$ cat src/shared/cbu_cfg.svh
// Constants for the conditional branch unit: field positions, flag bits and widths.
// Assumes the 16-bit jump word layout of the core and a 16-bit status word.
`ifndef CBU_CFG_SVH
`define CBU_CFG_SVH
`define CBU_PC_W 20
`define CBU_OFS_W 10
`define CBU_OFS_MSB 9
`define CBU_COND_MSB 12
`define CBU_COND_LSB 10
`define CBU_JUMP_MSB 15
`define CBU_JUMP_LSB 13
`define CBU_JUMP_TAG 3'h1
`define CBU_SR_C 0
`define CBU_SR_Z 1
`define CBU_SR_N 2
`define CBU_SR_IRQ_EN 3
`define CBU_SR_CORE_HALT 4
`define CBU_SR_OSC_OFF 5
`define CBU_SR_V 8
`define CBU_SR_RST 16'h0000
`define CBU_PC_RST 20'h00000
`define CBU_PC_STEP 20'h00002
`endif

$ cat src/shared/cbu_pkg.sv
// Types for the conditional branch unit.
// Assumes the constants of cbu_cfg.svh.
`default_nettype none
package cbu_pkg;
  // Condition codes of the relative jump group.
  typedef enum logic [2:0] {
    cbu_cond_no_carry = 3'h3,
    cbu_cond_zero = 3'h1,
    cbu_cond_no_zero = 3'h0,
    cbu_cond_carry = 3'h2,
    cbu_cond_negative = 3'h4,
    cbu_cond_signed_ge = 3'h5,
    cbu_cond_signed_lt = 3'h6,
    cbu_cond_always = 3'h7
  } cbu_cond_type;
  // One instruction handed to the unit.
  typedef struct packed {
    logic valid;
    logic [15:0] word;
    logic [19:0] pc;
  } cbu_issue_type;
  // Outcome for the fetch stage.
  typedef struct packed {
    logic valid;
    logic taken;
    logic [19:0] next_pc;
  } cbu_result_type;
  typedef enum logic [1:0] {
    cbu_st_idle = 2'b01,
    cbu_st_resolve = 2'b10
  } cbu_state_type;
endpackage
`default_nettype wire

$ cat src/design/cbu_branch_unit.sv
// Conditional branch unit: decides relative jumps and forms the next fetch address.
// Assumes the issue word comes from logic on mclk_in and the status word is the live
// register of the core, already holding the last completed instruction's flags.
// The pc that travels with the issue word is the address of the jump word itself.
//
// Behaviour
// - A taken jump doubles and sign-extends the 10-bit offset and adds it to the 20-bit fall-through address, PC + 2.
// - Targets reach from 511 words before to 512 words after the PC, wrapping over memory.
// - Jump-if-carry branches on carry set and falls through on carry clear.
// - Jump-if-no-carry branches on carry clear and falls through on carry set.
// - Unsigned higher-or-same and lower share the carry and no-carry encodings.
// - Jump-if-zero or equal branches on zero set and falls through otherwise.
// - Signed greater-or-equal branches when negative equals overflow.
// - Signed less-than branches when exactly one of negative and overflow is set.
// - The unconditional jump always loads the computed target.
// - Jump-if-negative branches on negative set and falls through otherwise.
// - No jump changes the carry, zero, negative or overflow flags.
// - No jump changes the oscillator-off, core-halt or interrupt-enable bits.
// - After an overflow-clearing instruction the signed greater-or-equal acts as positive.
// - The carry test reads the status register as it stands when the jump executes.
`timescale 1ns/1ns
`include "cbu_cfg.svh"
`default_nettype none
module cbu_branch_unit (
  input wire logic mclk_in,
  input wire logic nrst_in,
  input wire cbu_pkg::cbu_issue_type issue_in,
  input wire logic [15:0] status_in,
  output logic [15:0] status_out,
  output cbu_pkg::cbu_result_type result_out
);
  // Field decode of the issued word.
  wire logic is_jump;
  wire logic [2:0] cond;
  wire logic [`CBU_OFS_W-1:0] ofs;
  wire logic flag_c;
  wire logic flag_z;
  wire logic flag_n;
  wire logic flag_v;
  wire logic cond_true;
  wire logic sel_no_zero;
  wire logic sel_zero;
  wire logic sel_carry;
  wire logic sel_no_carry;
  wire logic sel_negative;
  wire logic sel_signed_ge;
  wire logic sel_signed_lt;
  wire logic sel_always;
  wire logic ne_v;
  wire logic is_issue;
  wire logic is_taken;
  wire logic [`CBU_PC_W-1:0] ofs_bytes;
  wire logic [`CBU_PC_W-1:0] target;
  wire logic [`CBU_PC_W-1:0] fall_pc;
  cbu_pkg::cbu_result_type result_nxt;
  cbu_pkg::cbu_result_type result_r;
  logic [15:0] status_r;

  assign is_jump = issue_in.word[`CBU_JUMP_MSB:`CBU_JUMP_LSB] == `CBU_JUMP_TAG;
  assign cond = issue_in.word[`CBU_COND_MSB:`CBU_COND_LSB];
  assign ofs = issue_in.word[`CBU_OFS_MSB:0];
  // Flags are read straight from the live status word, so no wait is needed.
  assign flag_c = status_in[`CBU_SR_C];
  assign flag_z = status_in[`CBU_SR_Z];
  assign flag_n = status_in[`CBU_SR_N];
  assign flag_v = status_in[`CBU_SR_V];

  // One-hot condition decode against the package codes; higher-or-same and lower
  // share the carry and no-carry codes, so they need no encodings of their own.
  assign sel_no_zero = cond == cbu_pkg::cbu_cond_no_zero;
  assign sel_zero = cond == cbu_pkg::cbu_cond_zero;
  assign sel_carry = cond == cbu_pkg::cbu_cond_carry;
  assign sel_no_carry = cond == cbu_pkg::cbu_cond_no_carry;
  assign sel_negative = cond == cbu_pkg::cbu_cond_negative;
  assign sel_signed_ge = cond == cbu_pkg::cbu_cond_signed_ge;
  assign sel_signed_lt = cond == cbu_pkg::cbu_cond_signed_lt;
  assign sel_always = cond == cbu_pkg::cbu_cond_always;

  // Signed tests hinge on whether negative and overflow disagree; an instruction that
  // clears overflow leaves ne_v equal to the negative flag, so signed ge acts as positive.
  assign ne_v = flag_n ^ flag_v;

  // Exactly one select is high for any code, so an OR of guarded terms is enough and
  // keeps a priority chain off the flag path.
  assign cond_true =
    (sel_no_zero & !flag_z) |
    (sel_zero & flag_z) |
    (sel_carry & flag_c) |
    (sel_no_carry & !flag_c) |
    (sel_negative & flag_n) |
    (sel_signed_ge & !ne_v) |
    (sel_signed_lt & ne_v) |
    sel_always;

  // The program counter has already stepped past the jump word when the offset is
  // added, so the base is the fall-through address; that is what gives a reach of
  // 511 words back and 512 words forward from the jump word itself.
  // Offset doubled and sign-extended; the add wraps modulo 2^20 on purpose, so a
  // jump near either end of memory lands at the other end rather than saturating.
  assign fall_pc = issue_in.pc + `CBU_PC_STEP;
  assign ofs_bytes = {{(`CBU_PC_W-`CBU_OFS_W-1){ofs[`CBU_OFS_MSB]}}, ofs, 1'b0};
  assign target = fall_pc + ofs_bytes;

  // Qualified decision terms; a word that is not a jump never branches.
  assign is_issue = issue_in.valid && is_jump;
  assign is_taken = is_jump && cond_true;

  // Combined result for the fetch stage.
  always_comb begin
    result_nxt.valid = is_issue;
    result_nxt.taken = is_issue && cond_true;
    result_nxt.next_pc = is_taken ? target : fall_pc;
  end

  // Outputs registered; the status word is passed through untouched by jumps.
  always_ff @(posedge mclk_in) begin
    if (!nrst_in) begin
      result_r <= '0;
      status_r <= `CBU_SR_RST;
    end else begin
      result_r <= result_nxt;
      status_r <= status_in;
    end
  end

  // Outputs come straight from the registers above.
  assign result_out = result_r;
  assign status_out = status_r;

  // Checks on the registered answer. Each looks one edge after issue, where the answer
  // stands, and rebuilds what it expects from the raw word, the pc and the status word
  // where it can, so that a slip in the decode above cannot hide itself.

  // A taken jump lands on the fall-through address plus the doubled offset.
  a_taken_target: assert property (@(posedge mclk_in) disable iff (!nrst_in)
    issue_in.valid && is_jump && cond_true |=> result_out.next_pc == $past(issue_in.pc) +
      `CBU_PC_STEP + {{9{$past(issue_in.word[9])}}, $past(issue_in.word[9:0]), 1'b0})
    else $error("taken jump target wrong");

  // The target stays between 511 words back and 512 words forward, modulo memory.
  a_reach_window: assert property (@(posedge mclk_in) disable iff (!nrst_in)
    issue_in.valid && is_jump && cond_true |=>
      (result_out.next_pc - $past(issue_in.pc) + 20'h003fe) <= 20'h007fe)
    else $error("jump target outside reach");

  // Carry set branches on the carry code.
  a_carry_taken: assert property (@(posedge mclk_in) disable iff (!nrst_in)
    issue_in.valid && is_jump && cond == 3'h2 |=> result_out.taken == $past(flag_c))
    else $error("carry jump decision wrong");

  // Carry clear branches on the no-carry code.
  a_nocarry_taken: assert property (@(posedge mclk_in) disable iff (!nrst_in)
    issue_in.valid && is_jump && cond == 3'h3 |=> result_out.taken != $past(flag_c))
    else $error("no-carry jump decision wrong");

  // The unsigned aliases share the carry codes, so the two codes always disagree.
  a_unsigned_alias: assert property (@(posedge mclk_in) disable iff (!nrst_in)
    issue_in.valid && is_jump && (cond == 3'h2 || cond == 3'h3) |=>
      result_out.taken == ($past(status_in[`CBU_SR_C]) == ($past(cond) == 3'h2)))
    else $error("unsigned alias decision wrong");

  // Zero set branches on the zero code.
  a_zero_taken: assert property (@(posedge mclk_in) disable iff (!nrst_in)
    issue_in.valid && is_jump && cond == 3'h1 |=> result_out.taken == $past(flag_z))
    else $error("zero jump decision wrong");

  // Signed ge branches when negative and overflow agree.
  a_sge_taken: assert property (@(posedge mclk_in) disable iff (!nrst_in)
    issue_in.valid && is_jump && cond == 3'h5 |=> result_out.taken == !$past(flag_n ^ flag_v))
    else $error("signed ge decision wrong");

  // With overflow clear, signed ge follows the sign alone, as a jump on positive.
  a_positive_emul: assert property (@(posedge mclk_in) disable iff (!nrst_in)
    issue_in.valid && is_jump && cond == 3'h5 && !status_in[`CBU_SR_V] |=>
      result_out.taken == !$past(status_in[`CBU_SR_N]))
    else $error("positive emulation wrong");

  // Signed lt branches when exactly one of negative and overflow is set.
  a_slt_taken: assert property (@(posedge mclk_in) disable iff (!nrst_in)
    issue_in.valid && is_jump && cond == 3'h6 |=> result_out.taken == $past(flag_n ^ flag_v))
    else $error("signed lt decision wrong");

  // The unconditional code always branches.
  a_always_taken: assert property (@(posedge mclk_in) disable iff (!nrst_in)
    issue_in.valid && is_jump && cond == 3'h7 |=> result_out.taken)
    else $error("unconditional jump not taken");

  // Negative set branches on the negative code.
  a_neg_taken: assert property (@(posedge mclk_in) disable iff (!nrst_in)
    issue_in.valid && is_jump && cond == 3'h4 |=> result_out.taken == $past(flag_n))
    else $error("negative jump decision wrong");

  // A jump that is not taken continues with the word after it.
  a_fall_pc: assert property (@(posedge mclk_in) disable iff (!nrst_in)
    issue_in.valid && is_jump && !cond_true |=>
      result_out.next_pc == $past(issue_in.pc) + 20'h00002)
    else $error("fall-through address wrong");

  // The carry decision follows the raw status word as it stands at issue.
  a_carry_live: assert property (@(posedge mclk_in) disable iff (!nrst_in)
    issue_in.valid && issue_in.word[`CBU_JUMP_MSB:`CBU_JUMP_LSB] == `CBU_JUMP_TAG &&
      issue_in.word[`CBU_COND_MSB:`CBU_COND_LSB] == 3'h2 |=>
      result_out.taken == $past(status_in[`CBU_SR_C]))
    else $error("carry test not live");

  // Every jump is answered at the next edge, with no stall.
  a_no_stall: assert property (@(posedge mclk_in) disable iff (!nrst_in)
    issue_in.valid && is_jump |=> result_out.valid)
    else $error("jump answer late");

  // A word that is not a jump never branches and simply steps on.
  a_nonjump_idle: assert property (@(posedge mclk_in) disable iff (!nrst_in)
    issue_in.valid && !is_jump |=> !result_out.valid && !result_out.taken &&
      result_out.next_pc == $past(issue_in.pc) + `CBU_PC_STEP)
    else $error("non-jump word answered as jump");

  // Without an issue there is no decision.
  a_idle_quiet: assert property (@(posedge mclk_in) disable iff (!nrst_in)
    !issue_in.valid |=> !result_out.valid && !result_out.taken)
    else $error("decision without issue");

  // The whole status word is copied unchanged.
  a_status_kept: assert property (@(posedge mclk_in) disable iff (!nrst_in)
    issue_in.valid |=> status_out == $past(status_in))
    else $error("jump altered status word");

  // The four condition flags survive a jump.
  a_flags_kept: assert property (@(posedge mclk_in) disable iff (!nrst_in)
    issue_in.valid && is_jump |=> {status_out[`CBU_SR_V], status_out[`CBU_SR_N],
      status_out[`CBU_SR_Z], status_out[`CBU_SR_C]} == $past({status_in[`CBU_SR_V],
      status_in[`CBU_SR_N], status_in[`CBU_SR_Z], status_in[`CBU_SR_C]}))
    else $error("jump altered condition flags");

  // The oscillator-off, core-halt and interrupt-enable bits survive a jump.
  a_mode_kept: assert property (@(posedge mclk_in) disable iff (!nrst_in)
    issue_in.valid && is_jump |=> {status_out[`CBU_SR_OSC_OFF],
      status_out[`CBU_SR_CORE_HALT], status_out[`CBU_SR_IRQ_EN]} ==
      $past({status_in[`CBU_SR_OSC_OFF], status_in[`CBU_SR_CORE_HALT],
      status_in[`CBU_SR_IRQ_EN]}))
    else $error("jump altered mode bits");
endmodule
`default_nettype wire

$ cat config.mk
export PLATFORM = sky130hd
export DESIGN_NAME = cbu_branch_unit
export DESIGN_NICKNAME = d
export VERILOG_FILES = /design/src/shared/cbu_pkg.sv /design/src/design/cbu_branch_unit.sv
export VERILOG_INCLUDE_DIRS = /design/src /design/src/shared
export SDC_FILE = /design/constraint.sdc
export NUM_CORES = 1
export LEC_CHECK = 0
export ABC_AREA = 1
export BUFFER_PORTS_ARGS = -buffer_cell sky130_fd_sc_hd__buf_2
export CORE_UTILIZATION = 55
export DETAILED_ROUTE_END_ITERATION = 12
export PLACE_DENSITY_LB_ADDON = 0.12
export REMOVE_ABC_BUFFERS = 1
export SLEW_MARGIN = 10
export SYNTH_ARGS = -nofsm -noshare
export SYNTH_HDL_FRONTEND = slang
export SYNTH_SLANG_ARGS = --single-unit
$ cat constraint.sdc
create_clock -name mclk_in -period 4.2 [get_ports mclk_in]
set_clock_uncertainty 0.1 [all_clocks]
set_input_delay 0.84 -clock mclk_in [delete_from_list [all_inputs] [get_ports mclk_in]]
set_output_delay 0.84 -clock mclk_in [all_outputs]
set_load 0.005 [all_outputs]
==> qor.csv <==
metric;value;unit
met1Wirelength;3000;um
switching_power;0.300;mW
hold_viol;0;
finalCritPeriodShare;74.8;%
synth_simple_gate_area_share;33.7;%
yosysSeqAreaShare;28.1;%
synth_compound_area_share;11.3;%
die_h;72.1;um
post-cts-setup-buffers;0;
die_width;72.1;um
num_vias;2904;
synth_edf_count;0;
area_growth;23.8;%
syn_area;2710;um^2
dr.pass1.iters;5;
antenna_found_initial;0;
power_density;312;nW/um^2
clock_path_buffers;2;
fin_setup_tns;0;ns
highest_layer;met4;
synthFlopType;dfxtp_1;
power_frac_seq;36.9;%
start_util;57.3;%
netlist_instances;414;
fillers;388;
max_slew_margin;61.6;%
yosys-top-cells-area;dfxtp_1 28%, nand2_1 17%, ha_1 9.3%;
ir_drop;0.184;mV
vias_per_cell;5.04;
grt_max_degree;26;
cts_tree;built;
ys_top_cells_by_count;123 x nand2_1, 65 x inv_1, 38 x dfxtp_1, 31 x a21oi_1, 31 x nor2_1;
nets;584;
num_rows;25;
max_freq;0.318;GHz
grt_pass1_vias;2651;
route.met3.wl;545;um
first_iter_violations;110;
rsz0062_at_grt;false;
synth_top_family_by_area;simple AND/OR/NAND/NOR gates;
dieArea;5200;um^2
ant_nets;0;
yosysWarnings;0;
n_antenna_cell;0;
switching_share;28.7;%
dp_hpwl;5160;um
routed_wl;6790;um
io_buffers;92;
synthXorXnorAreaFrac;5.83;%
crit_type;input pin to flip-flop;
crit_path_start_kind;input pin;
cp.required;4.29;ns
pwr-share-clk;36.6;%
synthMuxAreaShare;0;%
synth.most_common_cell;nand2_1;
combPwrFrac;26.4;%
path_clk_slew;0.07;ns
numCtsBuffers;5;
drc_errors;0;
globalplace.congestion;0.927;
min_period;3.14;ns
clkSinkCount;38;
boundaryPins;93;
grt_pass1_wl;11300;um
netlist.area_leader.share;28.1;%
coreArea;4720;um^2
root_buffer;clkbuf_8;
synth_area_leader_cell;dfxtp_1;
avgSynthCellArea;6.53;um^2
grt_usage;27.5;%
cts.htree.levels;2;
synth_seq_cells;38;
drv_slew;0;
wl_met2;3110;um
endpoint_kind;flip-flop;
cts-hold-fix-buffers;0;
setup_viol;0;
status;complete, no violations;
yosysUniqueCellTypes;34;
whs;0.631;ns
synthArstFlopShare;0;%
globalRoute.totalOverflow;0;
post_drt_wl_per_cell;11.8;um
cap_viol_max_count;0;
critPathMaxFanout;6;
cp.arrival;3.23;ns
drive_gt1_share;22.4;%
power_leakage;1.95;nW
worst_pin_slew;0.576;ns
cell_internal_pwr;0.746;mW
ctsResizeCount;0;
hold_class;input pin to flip-flop;
power;1.05;mW
synthAdderAreaFrac;9.99;%
[worst paths after layout]
| path | startpoint | endpoint | slack, ns | cells past startpoint |
|---|---|---|---|---|
| setup / recovery | issue_in[1] | result_out[18] | 1.06 | 18 |
| hold / removal | status_in[10] | status_out[10] | 0.63 | 3 |
[state kept, by name, indices dropped and copies added (netlist names)]
register and cells:
result_out 22, status_out 16
[layer usage]
metal	track usage [%]	up-vias
met5	0	-
met3	5.14	14
met4	12.0	0
met2	46.2	123
li1	-	1512
met1	34.2	1255
[layout by cell type, fill, tap and decap left out, types with 3 or more instances in the layout]
| master | Yosys | final |
|---|---|---|
| nand3_1 | 28 | 28 |
| nor3_1 | 7 | 7 |
| nand4_1 | 9 | 9 |
| xor2_1 | 10 | 10 |
| a21oi_1 | 31 | 31 |
| clkbuf_8 | 0 | 6 |
| buf_2 | 1 | 92 |
| xnor2_1 | 8 | 8 |
| o21bai_1 | 5 | 5 |
| inv_1 | 65 | 65 |
| or2_2 | 3 | 3 |
| nor2_1 | 31 | 31 |
| o21ai_0 | 10 | 10 |
| dfxtp_1 | 38 | 38 |
| nand2_1 | 123 | 123 |
| ha_1 | 20 | 20 |
[kinds of logic after synthesis]
family,Yosys count
adders and majority gates,21
DFF,38
AOI/OAI and AO/OA,55
buffers and inverters,72
and+or+nand+nor,210
xor gates and xnor gates,18
[metrics by stage]
stage	util (%)	worst slack [ns]	area, um^2	cells
2_1_floorplan	-	1.26	2660	408
3_3_place_gp	67.9	0.823	3210	568
3_5_place_dp	67.9	0.814	3210	568
4_1_cts	70.9	1.09	3350	576
5_1_grt	70.9	0.765	3350	576
6_report	70.9	1.06	3350	576
[power groups by stage]
| stage | clock (mW) | combinational (mW) | sequential [mW] |
|---|---|---|---|
| after floorplan | 0 | 0.168 | 0.399 |
| after global placement | 0 | 0.267 | 0.394 |
| after detailed placement | 0 | 0.271 | 0.395 |
| after CTS | 0.393 | 0.274 | 0.387 |
| after global routing | 0.405 | 0.316 | 0.389 |
| final | 0.383 | 0.277 | 0.387 |
[critical path, stage by stage]
cell,delay [ns]
buf_2,0.13
ha_1,0.17
nand2_1,0.11
nor2_4,0.18
nand2_4,0.08
nor2_1,0.11
xor2_1,0.29
ha_1,0.31
nand2_1,0.11
inv_1,0.07
a21oi_1,0.27
nor2_1,0.08
nor2_1,0.09
nand2_1,0.08
nand2_1,0.07
nand2_1,0.04
o21ai_0,0.16
inv_1,0.05
[cell type report]
cell class / count / area (um^2) / share of cell area [%]
inverters: 66 / 248 / 7.40
flip-flops and latches: 38 / 761 / 22.7
repair buffers: 93 / 468 / 14.0
clock inverters: 2 / 60.1 / 1.79
clock buffers: 6 / 82.6 / 2.47
multi-input cells: 304 / 1650 / 49.2
well taps: 67 / 83.8 / 2.50
No activity file was read; power rests on OpenSTA's default activity.
